**src/core/wait_state_pkg.sv**
```systemverilog
`default_nettype none
package wait_state_pkg;
   // ==========================================================
   // Register map (byte addresses)
   localparam logic [7:0] WAIT_CYCLE_REG_ONE_ADDR = 8'h00;
   localparam logic [7:0] WAIT_CYCLE_REG_TWO_ADDR = 8'h04;
   localparam logic [7:0] BLOCK_BOUNDARY_REG_ADDR = 8'h08;
   localparam logic [7:0] REFRESH_CONTROL_REG_ADDR = 8'h0c;
   localparam logic [7:0] STATUS_REG_ADDR = 8'h10;
   // ==========================================================
   // Field positions, two bits per count
   localparam int LOWER_WAIT_POS = 0;
   localparam int MIDDLE_WAIT_POS = 2;
   localparam int UPPER_WAIT_POS = 4;
   localparam int IO_WAIT_POS = 0;
   localparam int DMA_WAIT_POS = 2;
   localparam int LOWER_SIZE_POS = 0;
   localparam int UPPER_SIZE_POS = 4;
   localparam int REFRESH_WAIT_POS = 0;
   localparam int STATUS_COUNT_POS = 0;
   localparam int STATUS_BUSY_POS = 2;
   localparam int WAIT_WIDTH = 2;
   localparam int SIZE_WIDTH = 3;
   // ==========================================================
   // Reset values: slowest timing, largest blocks
   localparam logic [1:0] WAIT_RESET = 2'h3;
   localparam logic [2:0] SIZE_RESET = 3'h7;
   // Size codes 0..7 = 32,64,96,128,192,256,384,512 KB, in 32 KB units
   localparam logic [4:0] SIZE_UNITS [8] = '{5'h01, 5'h02, 5'h03, 5'h04,
                                             5'h06, 5'h08, 5'h0c, 5'h10};
   localparam int UNIT_SHIFT = 15;
   // Cycle kinds
   typedef enum logic [1:0] {
      CYC_MEMORY = 2'b00,
      CYC_IO = 2'b01,
      CYC_DMA = 2'b10,
      CYC_REFRESH = 2'b11
   } cycle_kind_t;
   typedef enum logic [1:0] {
      BLK_LOWER = 2'b00,
      BLK_MIDDLE = 2'b01,
      BLK_UPPER = 2'b10
   } block_t;
endpackage : wait_state_pkg
`default_nettype wire

```
**src/core/wait_config_if.sv**
```systemverilog
`timescale 1ns/1ns
`default_nettype none
// Bundle of programmed settings from register file to classifier
interface wait_config_if;
   logic [1:0] lower_block_wait_count;
   logic [1:0] middle_block_wait_count;
   logic [1:0] upper_block_wait_count;
   logic [1:0] io_cycle_wait_count;
   logic [1:0] dma_cycle_wait_count;
   logic [1:0] refresh_cycle_wait_count;
   logic [2:0] lower_block_size;
   logic [2:0] upper_block_size;
   modport source (output lower_block_wait_count, middle_block_wait_count,
      upper_block_wait_count, io_cycle_wait_count, dma_cycle_wait_count,
      refresh_cycle_wait_count, lower_block_size, upper_block_size);
   modport sink (input lower_block_wait_count, middle_block_wait_count,
      upper_block_wait_count, io_cycle_wait_count, dma_cycle_wait_count,
      refresh_cycle_wait_count, lower_block_size, upper_block_size);
endinterface : wait_config_if
`default_nettype wire

```
**src/core/wait_count_select.sv**
```systemverilog
`timescale 1ns/1ns
`default_nettype none
// Picks the wait count for one cycle from its kind and address
module wait_count_select #(
   parameter int ADDR_WIDTH = 20
) (
   wait_config_if.sink cfg,
   input wire logic [ADDR_WIDTH-1:0] addr_in,
   input wire wait_state_pkg::cycle_kind_t kind_in,
   output logic [1:0] wait_count_out,
   output var wait_state_pkg::block_t block_out
);
   localparam int UNITS_WIDTH = ADDR_WIDTH - wait_state_pkg::UNIT_SHIFT;
   logic [UNITS_WIDTH-1:0] addr_units;
   logic [UNITS_WIDTH-1:0] lower_units;
   logic [UNITS_WIDTH-1:0] upper_units;
   logic [UNITS_WIDTH-1:0] upper_start;

   // ==========================================================
   // Block boundaries in 32 KB units
   assign addr_units = addr_in[ADDR_WIDTH-1:wait_state_pkg::UNIT_SHIFT];
   assign lower_units = UNITS_WIDTH'(wait_state_pkg::SIZE_UNITS[cfg.lower_block_size]);
   assign upper_units = UNITS_WIDTH'(wait_state_pkg::SIZE_UNITS[cfg.upper_block_size]);
   assign upper_start = UNITS_WIDTH'(0) - upper_units;

   // Upper block checked first where the two overlap
   always_comb begin
      if (addr_units >= upper_start) begin
         block_out = wait_state_pkg::BLK_UPPER;
      end else if (addr_units < lower_units) begin
         block_out = wait_state_pkg::BLK_LOWER;
      end else begin
         block_out = wait_state_pkg::BLK_MIDDLE;
      end
   end

   // Kind decides first; address used only for memory cycles
   always_comb begin
      case (kind_in)
         wait_state_pkg::CYC_IO: wait_count_out = cfg.io_cycle_wait_count;
         wait_state_pkg::CYC_DMA: wait_count_out = cfg.dma_cycle_wait_count;
         wait_state_pkg::CYC_REFRESH: wait_count_out = cfg.refresh_cycle_wait_count;
         default: begin
            case (block_out)
               wait_state_pkg::BLK_UPPER: wait_count_out = cfg.upper_block_wait_count;
               wait_state_pkg::BLK_LOWER: wait_count_out = cfg.lower_block_wait_count;
               default: wait_count_out = cfg.middle_block_wait_count;
            endcase
         end
      endcase
   end
endmodule : wait_count_select
`default_nettype wire

```
**src/core/memory_wait_state_generator.sv**
```systemverilog
// The APB interface to the registers and the placing of the registers were chosen for this implementation.
`timescale 1ns/1ns
`default_nettype none
// Summary of operation
// - Memory accesses classed as lower, middle or upper block; that block's waits inserted.
// - Upper block is top of space, lower block bottom, middle between.
// - Block sizes only 32,64,96,128,192,256,384 or 512 KB.
// - I/O cycles use their own programmable wait count.
// - Refresh cycles use their own programmable wait count.
// - DMA cycles use their own programmable wait count.
// - I/O, DMA and refresh counts apply regardless of address.
// - DMA and refresh cycles ignore block and I/O counts.
module memory_wait_state_generator #(
   parameter int ADDR_WIDTH = 20
) (
   // Clock and reset
   input wire logic MCLK_IN,
   input wire logic RESET_N_IN,
   // APB slave
   input wire logic PSEL_IN,
   input wire logic PENABLE_IN,
   input wire logic PWRITE_IN,
   input wire logic [7:0] PADDR_IN,
   input wire logic [31:0] PWDATA_IN,
   output logic [31:0] PRDATA_OUT,
   output logic PREADY_OUT,
   output logic PSLVERR_OUT,
   // Bus cycle sequencer
   input wire logic CYCLE_START_IN,
   input wire logic [1:0] CYCLE_KIND_IN,
   input wire logic [ADDR_WIDTH-1:0] CYCLE_ADDR_IN,
   output logic WAIT_OUT,
   output logic CYCLE_READY_OUT,
   output logic [1:0] CYCLE_BLOCK_OUT
);
   // Space must hold two 512 KB blocks; wider buses are not served
   if (ADDR_WIDTH < 20 || ADDR_WIDTH > 32) begin : g_bad_width
      $error("ADDR_WIDTH must be 20 to 32");
   end

   typedef enum logic [0:0] {
      ST_IDLE = 1'b0,
      ST_WAIT = 1'b1
   } seq_state_t;

   wait_config_if cfg ();
   logic [1:0] lower_wait;
   logic [1:0] middle_wait;
   logic [1:0] upper_wait;
   logic [1:0] io_wait;
   logic [1:0] dma_wait;
   logic [1:0] refresh_wait;
   logic [2:0] lower_size;
   logic [2:0] upper_size;
   logic [1:0] sel_count;
   wait_state_pkg::block_t sel_block;
   seq_state_t state;
   logic [1:0] remaining;
   logic [1:0] last_count;
   logic access;
   logic wr;
   logic mapped;
   logic [31:0] next_rdata;
   logic read_setup;

   // ==========================================================
   // APB slave: zero wait, error on unmapped address
   assign access = PSEL_IN && PENABLE_IN;
   assign wr = access && PWRITE_IN;
   assign read_setup = PSEL_IN && !PENABLE_IN && !PWRITE_IN;
   assign PREADY_OUT = 1'b1;
   assign mapped = (PADDR_IN == wait_state_pkg::WAIT_CYCLE_REG_ONE_ADDR)
      || (PADDR_IN == wait_state_pkg::WAIT_CYCLE_REG_TWO_ADDR)
      || (PADDR_IN == wait_state_pkg::BLOCK_BOUNDARY_REG_ADDR)
      || (PADDR_IN == wait_state_pkg::REFRESH_CONTROL_REG_ADDR)
      || (PADDR_IN == wait_state_pkg::STATUS_REG_ADDR);
   assign PSLVERR_OUT = access && !mapped;

   // Memory block waits
   always_ff @(posedge MCLK_IN or negedge RESET_N_IN) begin
      if (!RESET_N_IN) begin
         lower_wait <= wait_state_pkg::WAIT_RESET;
         middle_wait <= wait_state_pkg::WAIT_RESET;
         upper_wait <= wait_state_pkg::WAIT_RESET;
      end else if (wr && PADDR_IN == wait_state_pkg::WAIT_CYCLE_REG_ONE_ADDR) begin
         lower_wait <= PWDATA_IN[wait_state_pkg::LOWER_WAIT_POS +: wait_state_pkg::WAIT_WIDTH];
         middle_wait <= PWDATA_IN[wait_state_pkg::MIDDLE_WAIT_POS +: wait_state_pkg::WAIT_WIDTH];
         upper_wait <= PWDATA_IN[wait_state_pkg::UPPER_WAIT_POS +: wait_state_pkg::WAIT_WIDTH];
      end
   end

   // I/O and DMA waits
   always_ff @(posedge MCLK_IN or negedge RESET_N_IN) begin
      if (!RESET_N_IN) begin
         io_wait <= wait_state_pkg::WAIT_RESET;
         dma_wait <= wait_state_pkg::WAIT_RESET;
      end else if (wr && PADDR_IN == wait_state_pkg::WAIT_CYCLE_REG_TWO_ADDR) begin
         io_wait <= PWDATA_IN[wait_state_pkg::IO_WAIT_POS +: wait_state_pkg::WAIT_WIDTH];
         dma_wait <= PWDATA_IN[wait_state_pkg::DMA_WAIT_POS +: wait_state_pkg::WAIT_WIDTH];
      end
   end

   // Block sizes, codes 0..7 only
   always_ff @(posedge MCLK_IN or negedge RESET_N_IN) begin
      if (!RESET_N_IN) begin
         lower_size <= wait_state_pkg::SIZE_RESET;
         upper_size <= wait_state_pkg::SIZE_RESET;
      end else if (wr && PADDR_IN == wait_state_pkg::BLOCK_BOUNDARY_REG_ADDR) begin
         lower_size <= PWDATA_IN[wait_state_pkg::LOWER_SIZE_POS +: wait_state_pkg::SIZE_WIDTH];
         upper_size <= PWDATA_IN[wait_state_pkg::UPPER_SIZE_POS +: wait_state_pkg::SIZE_WIDTH];
      end
   end

   // Refresh wait
   always_ff @(posedge MCLK_IN or negedge RESET_N_IN) begin
      if (!RESET_N_IN) begin
         refresh_wait <= wait_state_pkg::WAIT_RESET;
      end else if (wr && PADDR_IN == wait_state_pkg::REFRESH_CONTROL_REG_ADDR) begin
         refresh_wait <= PWDATA_IN[wait_state_pkg::REFRESH_WAIT_POS +: wait_state_pkg::WAIT_WIDTH];
      end
   end

   // Read mux
   always_comb begin
      next_rdata = 32'h0000_0000;
      case (PADDR_IN)
         wait_state_pkg::WAIT_CYCLE_REG_ONE_ADDR: begin
            next_rdata[wait_state_pkg::LOWER_WAIT_POS +: wait_state_pkg::WAIT_WIDTH] = lower_wait;
            next_rdata[wait_state_pkg::MIDDLE_WAIT_POS +: wait_state_pkg::WAIT_WIDTH] = middle_wait;
            next_rdata[wait_state_pkg::UPPER_WAIT_POS +: wait_state_pkg::WAIT_WIDTH] = upper_wait;
         end
         wait_state_pkg::WAIT_CYCLE_REG_TWO_ADDR: begin
            next_rdata[wait_state_pkg::IO_WAIT_POS +: wait_state_pkg::WAIT_WIDTH] = io_wait;
            next_rdata[wait_state_pkg::DMA_WAIT_POS +: wait_state_pkg::WAIT_WIDTH] = dma_wait;
         end
         wait_state_pkg::BLOCK_BOUNDARY_REG_ADDR: begin
            next_rdata[wait_state_pkg::LOWER_SIZE_POS +: wait_state_pkg::SIZE_WIDTH] = lower_size;
            next_rdata[wait_state_pkg::UPPER_SIZE_POS +: wait_state_pkg::SIZE_WIDTH] = upper_size;
         end
         wait_state_pkg::REFRESH_CONTROL_REG_ADDR: begin
            next_rdata[wait_state_pkg::REFRESH_WAIT_POS +: wait_state_pkg::WAIT_WIDTH] = refresh_wait;
         end
         wait_state_pkg::STATUS_REG_ADDR: begin
            next_rdata[wait_state_pkg::STATUS_COUNT_POS +: wait_state_pkg::WAIT_WIDTH] = last_count;
            next_rdata[wait_state_pkg::STATUS_BUSY_POS] = (state == ST_WAIT);
         end
         default: next_rdata = 32'h0000_0000;
      endcase
   end

   // Read data captured in the setup cycle, so it stands through the access phase
   // Keeps the slave zero-wait while the data output still comes from a flip-flop
   always_ff @(posedge MCLK_IN or negedge RESET_N_IN) begin
      if (!RESET_N_IN) begin
         PRDATA_OUT <= 32'h0000_0000;
      end else if (read_setup) begin
         PRDATA_OUT <= next_rdata;
      end else if (!access) begin
         PRDATA_OUT <= 32'h0000_0000; // Idle bus reads zero
      end
   end

   // ==========================================================
   // Settings to classifier
   assign cfg.lower_block_wait_count = lower_wait;
   assign cfg.middle_block_wait_count = middle_wait;
   assign cfg.upper_block_wait_count = upper_wait;
   assign cfg.io_cycle_wait_count = io_wait;
   assign cfg.dma_cycle_wait_count = dma_wait;
   assign cfg.refresh_cycle_wait_count = refresh_wait;
   assign cfg.lower_block_size = lower_size;
   assign cfg.upper_block_size = upper_size;

   wait_count_select #(
      .ADDR_WIDTH(ADDR_WIDTH)
   ) u_select (
      .cfg(cfg.sink),
      .addr_in(CYCLE_ADDR_IN),
      .kind_in(wait_state_pkg::cycle_kind_t'(CYCLE_KIND_IN)),
      .wait_count_out(sel_count),
      .block_out(sel_block)
   );

   // ==========================================================
   // Wait sequencer: N cycles of WAIT_OUT after start
   always_ff @(posedge MCLK_IN or negedge RESET_N_IN) begin
      if (!RESET_N_IN) begin
         state <= ST_IDLE;
         remaining <= 2'h0;
      end else begin
         case (state)
            ST_IDLE: begin
               if (CYCLE_START_IN && sel_count != 2'h0) begin
                  state <= ST_WAIT;
                  remaining <= sel_count - 2'h1;
               end
            end
            ST_WAIT: begin
               if (remaining == 2'h0) begin
                  state <= ST_IDLE;
               end else begin
                  remaining <= remaining - 2'h1;
               end
            end
            default: state <= ST_IDLE;
         endcase
      end
   end

   // Latched count and block of the last started cycle
   always_ff @(posedge MCLK_IN or negedge RESET_N_IN) begin
      if (!RESET_N_IN) begin
         last_count <= 2'h0;
         CYCLE_BLOCK_OUT <= 2'h0;
      end else if (CYCLE_START_IN && state == ST_IDLE) begin
         last_count <= sel_count;
         CYCLE_BLOCK_OUT <= sel_block;
      end
   end

   assign WAIT_OUT = (state == ST_WAIT);
   assign CYCLE_READY_OUT = (state == ST_IDLE);
endmodule : memory_wait_state_generator
`default_nettype wire

```
**config.mk**
```make
export PLATFORM = sky130hd
export DESIGN_NAME = memory_wait_state_generator
export DESIGN_NICKNAME = d
export VERILOG_FILES = /design/src/core/wait_state_pkg.sv /design/src/core/wait_config_if.sv /design/src/core/wait_count_select.sv /design/src/core/memory_wait_state_generator.sv
export SDC_FILE = /design/constraint.sdc
export NUM_CORES = 1
export LEC_CHECK = 0
export ABC_AREA = 1
export BUFFER_PORTS_ARGS = -buffer_cell sky130_fd_sc_hd__buf_4
export CORE_ASPECT_RATIO = 0.7
export CORE_UTILIZATION = 32
export DETAILED_ROUTE_END_ITERATION = 7
export PLACE_DENSITY = 0.58
export SYNTH_ARGS = -nofsm -noshare
export SYNTH_HDL_FRONTEND = slang
export SYNTH_SLANG_ARGS = --single-unit
```
**constraint.sdc**
```tcl
create_clock -name MCLK_IN -period 5 [get_ports MCLK_IN]
set_input_delay 0.75 -clock MCLK_IN [delete_from_list [all_inputs] [get_ports MCLK_IN]]
set_output_delay 0.75 -clock MCLK_IN [all_outputs]
set_load 0.05 [all_outputs]
```
==> results of run 1 <==
## worst max-delay path: stages (launching register included)
cell     delay (ns)
dfstp_2        0.57
inv_1          0.06
ha_1           0.30
mux2i_1        0.15
ha_1           0.20
nand3_1        0.10
xor2_1         0.22
ha_1           0.29
a21oi_1        0.19
nand2_1        0.12
nor2_4         0.15
nand3_1        0.11
nand3_2        0.09
nand2_2        0.07
nand2_1        0.11
nand3_1        0.10
nand3_2        0.08
nand2_1        0.04
## layout by cell type, fill, tap and decap left out, types with 2 or more instances in the layout
| cell | instances |
|---|---|
| nand2_1 | 65 |
| buf_4 | 39 |
| inv_1 | 33 |
| conb_1 | 26 |
| dfstp_2 | 18 |
| o21ai_0 | 15 |
| dfrtp_1 | 14 |
| ha_1 | 14 |
| nand3_1 | 13 |
| o21ai_1 | 12 |
| inv_2 | 8 |
| nor2_1 | 8 |
| o21ai_2 | 6 |
| clkbuf_8 | 6 |
| nand3_2 | 5 |
| nand2_2 | 5 |
| nor3_1 | 4 |
| a21oi_1 | 4 |
| a22o_1 | 4 |
| nor2_4 | 3 |
| mux2i_1 | 2 |
| xor2_1 | 2 |
| nand4_1 | 2 |
| o31ai_1 | 2 |
| a31oi_1 | 2 |
| o22ai_1 | 2 |
## final timing paths
kind                                                             endpoint  cells after the start  slack [ns]
worst max-delay path                             remaining[1]$_DFFE_PN0P_                     17        1.94
worst min-delay path                            PRDATA_OUT[6]$_DFFE_PN0P_                      1        0.39
worst max register to register                   remaining[1]$_DFFE_PN0P_                     17        1.94
worst min register to register  cfg.upper_block_wait_count[1]$_DFFE_PN1P_                      2        0.48
max in group asynchronous         cfg.dma_cycle_wait_count[1]$_DFFE_PN1P_                      1        4.27
min in group MCLK_IN            cfg.upper_block_wait_count[1]$_DFFE_PN1P_                      2        0.48
## synth_stat cells, types with 5 or more instances
master,instances,area share (%)
nand2_1,65,10
buf_4,27,8.7
ha_1,14,7.5
dfstp_2,18,20
o21ai_0,15,3.2
nand2_2,5,1.3
o21ai_2,6,2.3
dfrtp_1,14,15
o21ai_1,12,2.6
inv_1,33,5.3
nor2_1,8,1.3
nand3_2,5,2.1
inv_2,8,1.3
nand3_1,13,2.8
## stage by stage
step                      power, mW  worst slack (ns)  utilization (%)  hold slack (ns)  instance area (um2)
final                         0.738              1.94             39.2            0.393                 2700
after global routing          0.782              1.61             39.2            0.420                 2700
after CTS                     0.747              1.93             39.2            0.402                 2700
after detailed placement      0.539              1.96             37.8            0.467                 2600
after global placement        0.535              2.03             37.8            0.464                 2600
after floorplan               0.487              2.05                -            0.450                 2420
## state kept, by name, indices dropped and copies added (netlist names)
name                          flops
WAIT_OUT                          1
cfg.upper_block_wait_count        2
cfg.middle_block_wait_count       2
cfg.refresh_cycle_wait_count      2
PRDATA_OUT                        7
last_count                        2
cfg.io_cycle_wait_count           2
remaining                         2
cfg.upper_block_size              3
cfg.lower_block_size              3
cfg.lower_block_wait_count        2
CYCLE_BLOCK_OUT                   2
cfg.dma_cycle_wait_count          2
## layer usage
layer | GRT usage (%) | up-vias
met5 | 0 | -
met4 | 3.33 | 0
met3 | 3.73 | 2
met2 | 20.4 | 56
met1 | 20.4 | 863
li1 | - | 966
## power groups by stage
| stage | logic (mW) | registers (mW) | clock network [mW] |
|---|---|---|---|
| 2_1_floorplan | 0.159 | 0.328 | 0 |
| 3_3_place_gp | 0.230 | 0.305 | 0 |
| 3_5_place_dp | 0.234 | 0.305 | 0 |
| 4_1_cts | 0.235 | 0.301 | 0.211 |
| 5_1_grt | 0.254 | 0.305 | 0.222 |
| 6_report | 0.233 | 0.301 | 0.204 |
## cell type report
cell class | count | area, um2 | share of cell area, %
Clock buffer | 7 | 86.3 | 3.20
Sequential cell | 32 | 823 | 30.5
Multi-Input combinational cell | 207 | 1210 | 44.9
Timing Repair Buffer | 39 | 293 | 10.9
Tap cell | 94 | 118 | 4.36
Inverter | 42 | 159 | 5.89
Clock inverter | 1 | 7.51 | 0.278
## kinds of logic (layout without fill, tap and decap cells)
logic type / count (synthesis) / count (layout) / synth area share (%)
AO/OA/AOI/OAI: 49 / 49 / 12.9
XOR/XNOR: 3 / 3 / 1.13
buffers and inverters: 72 / 89 / 16.6
AND/OR/NAND/NOR: 112 / 112 / 24.6
other: 2 / 26 / 0.322
multiplexers: 3 / 3 / 1.50
flip-flops: 32 / 32 / 35.3
adder cells (fa/ha/maj): 14 / 14 / 7.51
==> flow_summary_export.csv, run 1 <==
group,metric,value,unit
power_and_ir_drop,irDropWorstVdd,92.5,uV
cells_and_area,fillerInstances,720,
cells_and_area,nets,409,
clock_tree,cts_tree,"built",
routing,routedWlPerCell,11.9,um
routing,via_per_inst,4.47,
floorplan,dieArea,7630,um2
floorplan,ios,106,
power_and_ir_drop,pwr-share-seq,40.8,%
power_and_ir_drop,p_leak,1.31,nW
sta,fin_setup_tns,0,ns
sta,max_slew_margin,54.5,%
synthesis,ys_ff_latch,32,
clock_tree,post_cts_resized,0,
place,dp_hpwl,4140,um
power_and_ir_drop,power.internal,0.462,mW
clock_tree,cts.path.max_buffers,2,
routing,ant_nets,0,
synthesis,synth_area_per_cell,8.12,um2
floorplan,die_w,104,um
power_and_ir_drop,swShare,37.4,%
clock_tree,postCtsHoldBufs,0,
place,routabilityCongestion,0.850,
clock_tree,cts.reportedPaths.clkPinSlew,0.06,ns
cells_and_area,layout-drive-gt1-share,29.9,%
grt,track_usage,14.0,%
sta,max_slew.worst_pin.slew,0.677,ns
power_and_ir_drop,power.density,274,nW/um2
synthesis,synth_ff_type,"dfstp_2",
clock_tree,cts_setup_buffers,0,
grt,grt_pass1_wl,8420,um
clock_tree,clkSinkCount,32,
setup_path,criticalPathCategory,"reg2reg",
cells_and_area,syn_to_final_growth,15.7,%
routing,drt-initial-drc-count,101,
sta,period_share,61.1,%
sta,grt_setup_unrepaired,"no",
clock_tree,clkLatencyLatePin,0.28,ns
grt,grt_max_degree,33,
cells_and_area,stdcell_count,422,
min_path,min_path_type,"in2async",
synthesis,postSynth.asyncResetShare,100,%
sta,fin_skew,0.00257,ns
floorplan,coreArea,6880,um2
routing,drc,0,
clock_tree,root_buffer,"clkbuf_8",
power_and_ir_drop,power_frac_comb,31.5,%
sta,setup_viol,0,
synthesis,netlist_instances,287,
setup_path,cp.arrival,3.23,ns
clock_tree,cts_made_buffers,5,
floorplan,start_util,33.9,%
cells_and_area,antenna_cells,0,
grt,globalRouteOverflowTotal,0,
power_and_ir_drop,p_sw,0.276,mW
routing,wl_met2,2150,um
routing,first_pass_iters,6,
synthesis,synth-edff-count,0,
setup_path,worstPathMaxFanout,5,
routing,vias,1887,
sta,max_clock_freq,0.327,GHz
routing,wirelength,5040,um
sta,hold_viol_final,0,
place,port_buffers,39,
setup_path,required,5.17,ns
routing,drt-met1-wl,2610,um
grt,grt_pass1_vias,1755,
setup_path,cp-end-kind,"register",
synthesis,yosysSeqAreaShare,35.3,%
routing,topRoutingLayerUsed,"met4",
synthesis,synth_cell_types,39,
grt,antenna_found_initial,0,
setup_path,crit_start,"cfg.upper_block_size[0]$_DFFE_PN1P_",
routing,met3WireLength,274,um
setup_path,r2r_start,"cfg.upper_block_size[0]$_DFFE_PN1P_",
sta,finalMaxSlewViolations,0,
power_and_ir_drop,power_frac_clock,27.7,%
run,max_cap_violations,0,
synthesis,yosysWarningCount,0,
place,place_inst,414,
sta,fin_crit,3.06,ns
floorplan,die_y,73.4,um
outcome,run_status,"complete, no violations",
setup_path,worstSetupStartpointType,"register",
clock_tree,cts.htree.levels,2,
synthesis,syn-cell-area,2330,um2
floorplan,num_rows,25,
(Power assumes the default switching activity.)
==> inputs of run 2 (changes only) <==
clock period = 3 ns   (was 5 ns; I/O delays follow)
==> flow_summary_export.csv, run 2 (synthesis gave the netlist of run 1 again) <==
group,metric,value,unit
outcome,run_status,"complete, no violations",
floorplan,die_y,73.4,um
place,place_inst,414,
sta,max_slew_margin,54.5,%
place,dp_hpwl,4140,um
grt,track_usage,14.4,%
clock_tree,postCtsHoldBufs,0,
clock_tree,cts.path.max_buffers,2,
sta,grt_setup_unrepaired,"yes",
setup_path,criticalPathCategory,"reg2reg",
cells_and_area,nets,413,
clock_tree,cts.reportedPaths.clkPinSlew,0.06,ns
sta,hold_viol_final,0,
setup_path,slowest_stage,"dfstp_2",
power_and_ir_drop,p_leak,1.37,nW
routing,via_per_inst,4.47,
cells_and_area,largest_reg_flops,7,
setup_path,cp.arrival,3.01,ns
min_path,min_path_type,"in2async",
routing,ant_nets,0,
sta,max_clock_freq,0.353,GHz
grt,grt_pass1_wl,8650,um
setup_path,cp-end-kind,"register",
routing,vias,1905,
cells_and_area,fin_util,41.2,%
place,port_buffers,39,
routing,drc,0,
floorplan,die_w,104,um
setup_path,worstPathMaxFanout,5,
clock_tree,cts_tree,"built",
setup_path,required,3.18,ns
routing,wirelength,5160,um
sta,fin_skew,0.00269,ns
setup_path,path_cells,"inv_2, ha_4, mux2i_2, ha_2, buf_4, xnor2_2, ha_1, nand2_1, nand2_1, nand2_2, nand2_2, nor2_4, nand3b_1, nand3_2, nand2_2, nand2_4, nand3_4, nand3_2, nand2_2",
floorplan,dieArea,7630,um2
grt,globalRouteOverflowTotal,0,
setup_path,worstSetupStartpointType,"register",
grt,grt_max_degree,33,
routing,drt-initial-drc-count,87,
sta,fin_crit,2.84,ns
floorplan,ios,106,
run,max_cap_violations,0,
cells_and_area,final_cell_mix,"59 x nand2_1, 43 x buf_4, 31 x inv_1",
sta,hold-worst-slack,0.0886,ns
place,routabilityCongestion,0.850,
sta,setup_viol,0,
cells_and_area,syn_to_final_growth,21.7,%
power_and_ir_drop,p_total,1.25,mW
cells_and_area,antenna_cells,0,
setup_path,cp_common_cell,"nand2_2",
grt,antenna_found_initial,0,
power_and_ir_drop,power.density,442,nW/um2
clock_tree,clkLatencyLatePin,0.28,ns
setup_path,worst_path_largest_cell_delay,0.55,ns
clock_tree,cts_made_buffers,5,
cells_and_area,final_common_cell,"nand2_1",
sta,max_slew.worst_pin.slew,0.678,ns
cells_and_area,layout-drive-gt1-share,37.3,%
cells_and_area,stdcell_count,426,
clock_tree,clkSinkCount,32,
cells_and_area,regMostFlops,"PRDATA_OUT",
sta,period_share,94.6,%
power_and_ir_drop,irDropWorstVdd,154,uV
routing,routedWlPerCell,12.1,um
sta,finalMaxSlewViolations,0,
sta,fin_setup_tns,0,ns
routing,first_pass_iters,4,
clock_tree,root_buffer,"clkbuf_8",
floorplan,num_rows,25,
floorplan,start_util,33.9,%
grt,grt_pass1_vias,1804,
clock_tree,cts.htree.levels,2,
floorplan,coreArea,6880,um2
## run 2: changes by cell type in the layout (fill, tap and decap cells not counted), sizes merged
cell and change:
buf +4
## run 2: worst max-delay path: cells and delay by family (launching register included)
| kind | cells | cell delay, ns |
|---|---|---|
| muxes | 1 | 0.06 |
| DFF | 1 | 0.55 |
| xor gates and xnor gates | 1 | 0.13 |
| and+or+nand+nor | 12 | 1.00 |
| buffers and inverters | 2 | 0.19 |
| adders and majority gates | 3 | 0.78 |
## run 2: layout make-up
type	instances	area (um2)
fillers	704	4050
multi-input cells	207	1320
flip-flops and latches	32	823
repair buffers	43	323
inverters	42	159
well taps	94	118
clock buffers	7	86.3
clock inverters	1	7.51
## run 2: repair_timing
item,4_1_cts,5_1_grt
pin swaps,13,16
gates resized for setup,15,10
setup buffers,4,0
setup endpoints to repair,2,5
## run 2: power by group
group          leakage, nW  internal (mW)  switching (mW)
logic                0.948          0.121           0.288
registers            0.373          0.472          0.0295
clock network       0.0445          0.186           0.156
## run 2: metal layers
layer | wire length, um | track usage (%) | vias to the layer above | part of all wire [%]
li1 | - | - | 971 | -
met1 | 2690 | 20.6 | 883 | 52
met2 | 2210 | 21.4 | 42 | 43
met3 | 216 | 3.99 | 9 | 4.2
met4 | 43 | 3.33 | 0 | 0.83
met5 | 0 | 0 | - | 0
## run 2: stage by stage
stage	cell area [um2]	setup WS, ns
after global placement	2600	0.0341
after detailed placement	2600	-0.0362
after floorplan	2420	0.267
after global routing	2840	-0.0140
final	2840	0.163
after CTS	2790	0.0190
## run 2: worst paths after layout
check | startpoint | to | slack [ns] | cells past startpoint
min in group MCLK_IN | PWDATA_IN[6] | cfg.upper_block_size[2]$_DFFE_PN1P_ | 0.39 | 2
setup / recovery | cfg.upper_block_size[0]$_DFFE_PN1P_ | remaining[1]$_DFFE_PN0P_ | 0.16 | 19
setup reg to reg | cfg.upper_block_size[0]$_DFFE_PN1P_ | remaining[1]$_DFFE_PN0P_ | 0.16 | 19
max in group asynchronous | RESET_N_IN | cfg.dma_cycle_wait_count[1]$_DFFE_PN1P_ | 2.57 | 1
hold reg to reg | cfg.upper_block_wait_count[1]$_DFFE_PN1P_ | cfg.upper_block_wait_count[1]$_DFFE_PN1P_ | 0.48 | 2
hold / removal | RESET_N_IN | PRDATA_OUT[6]$_DFFE_PN0P_ | 0.09 | 1
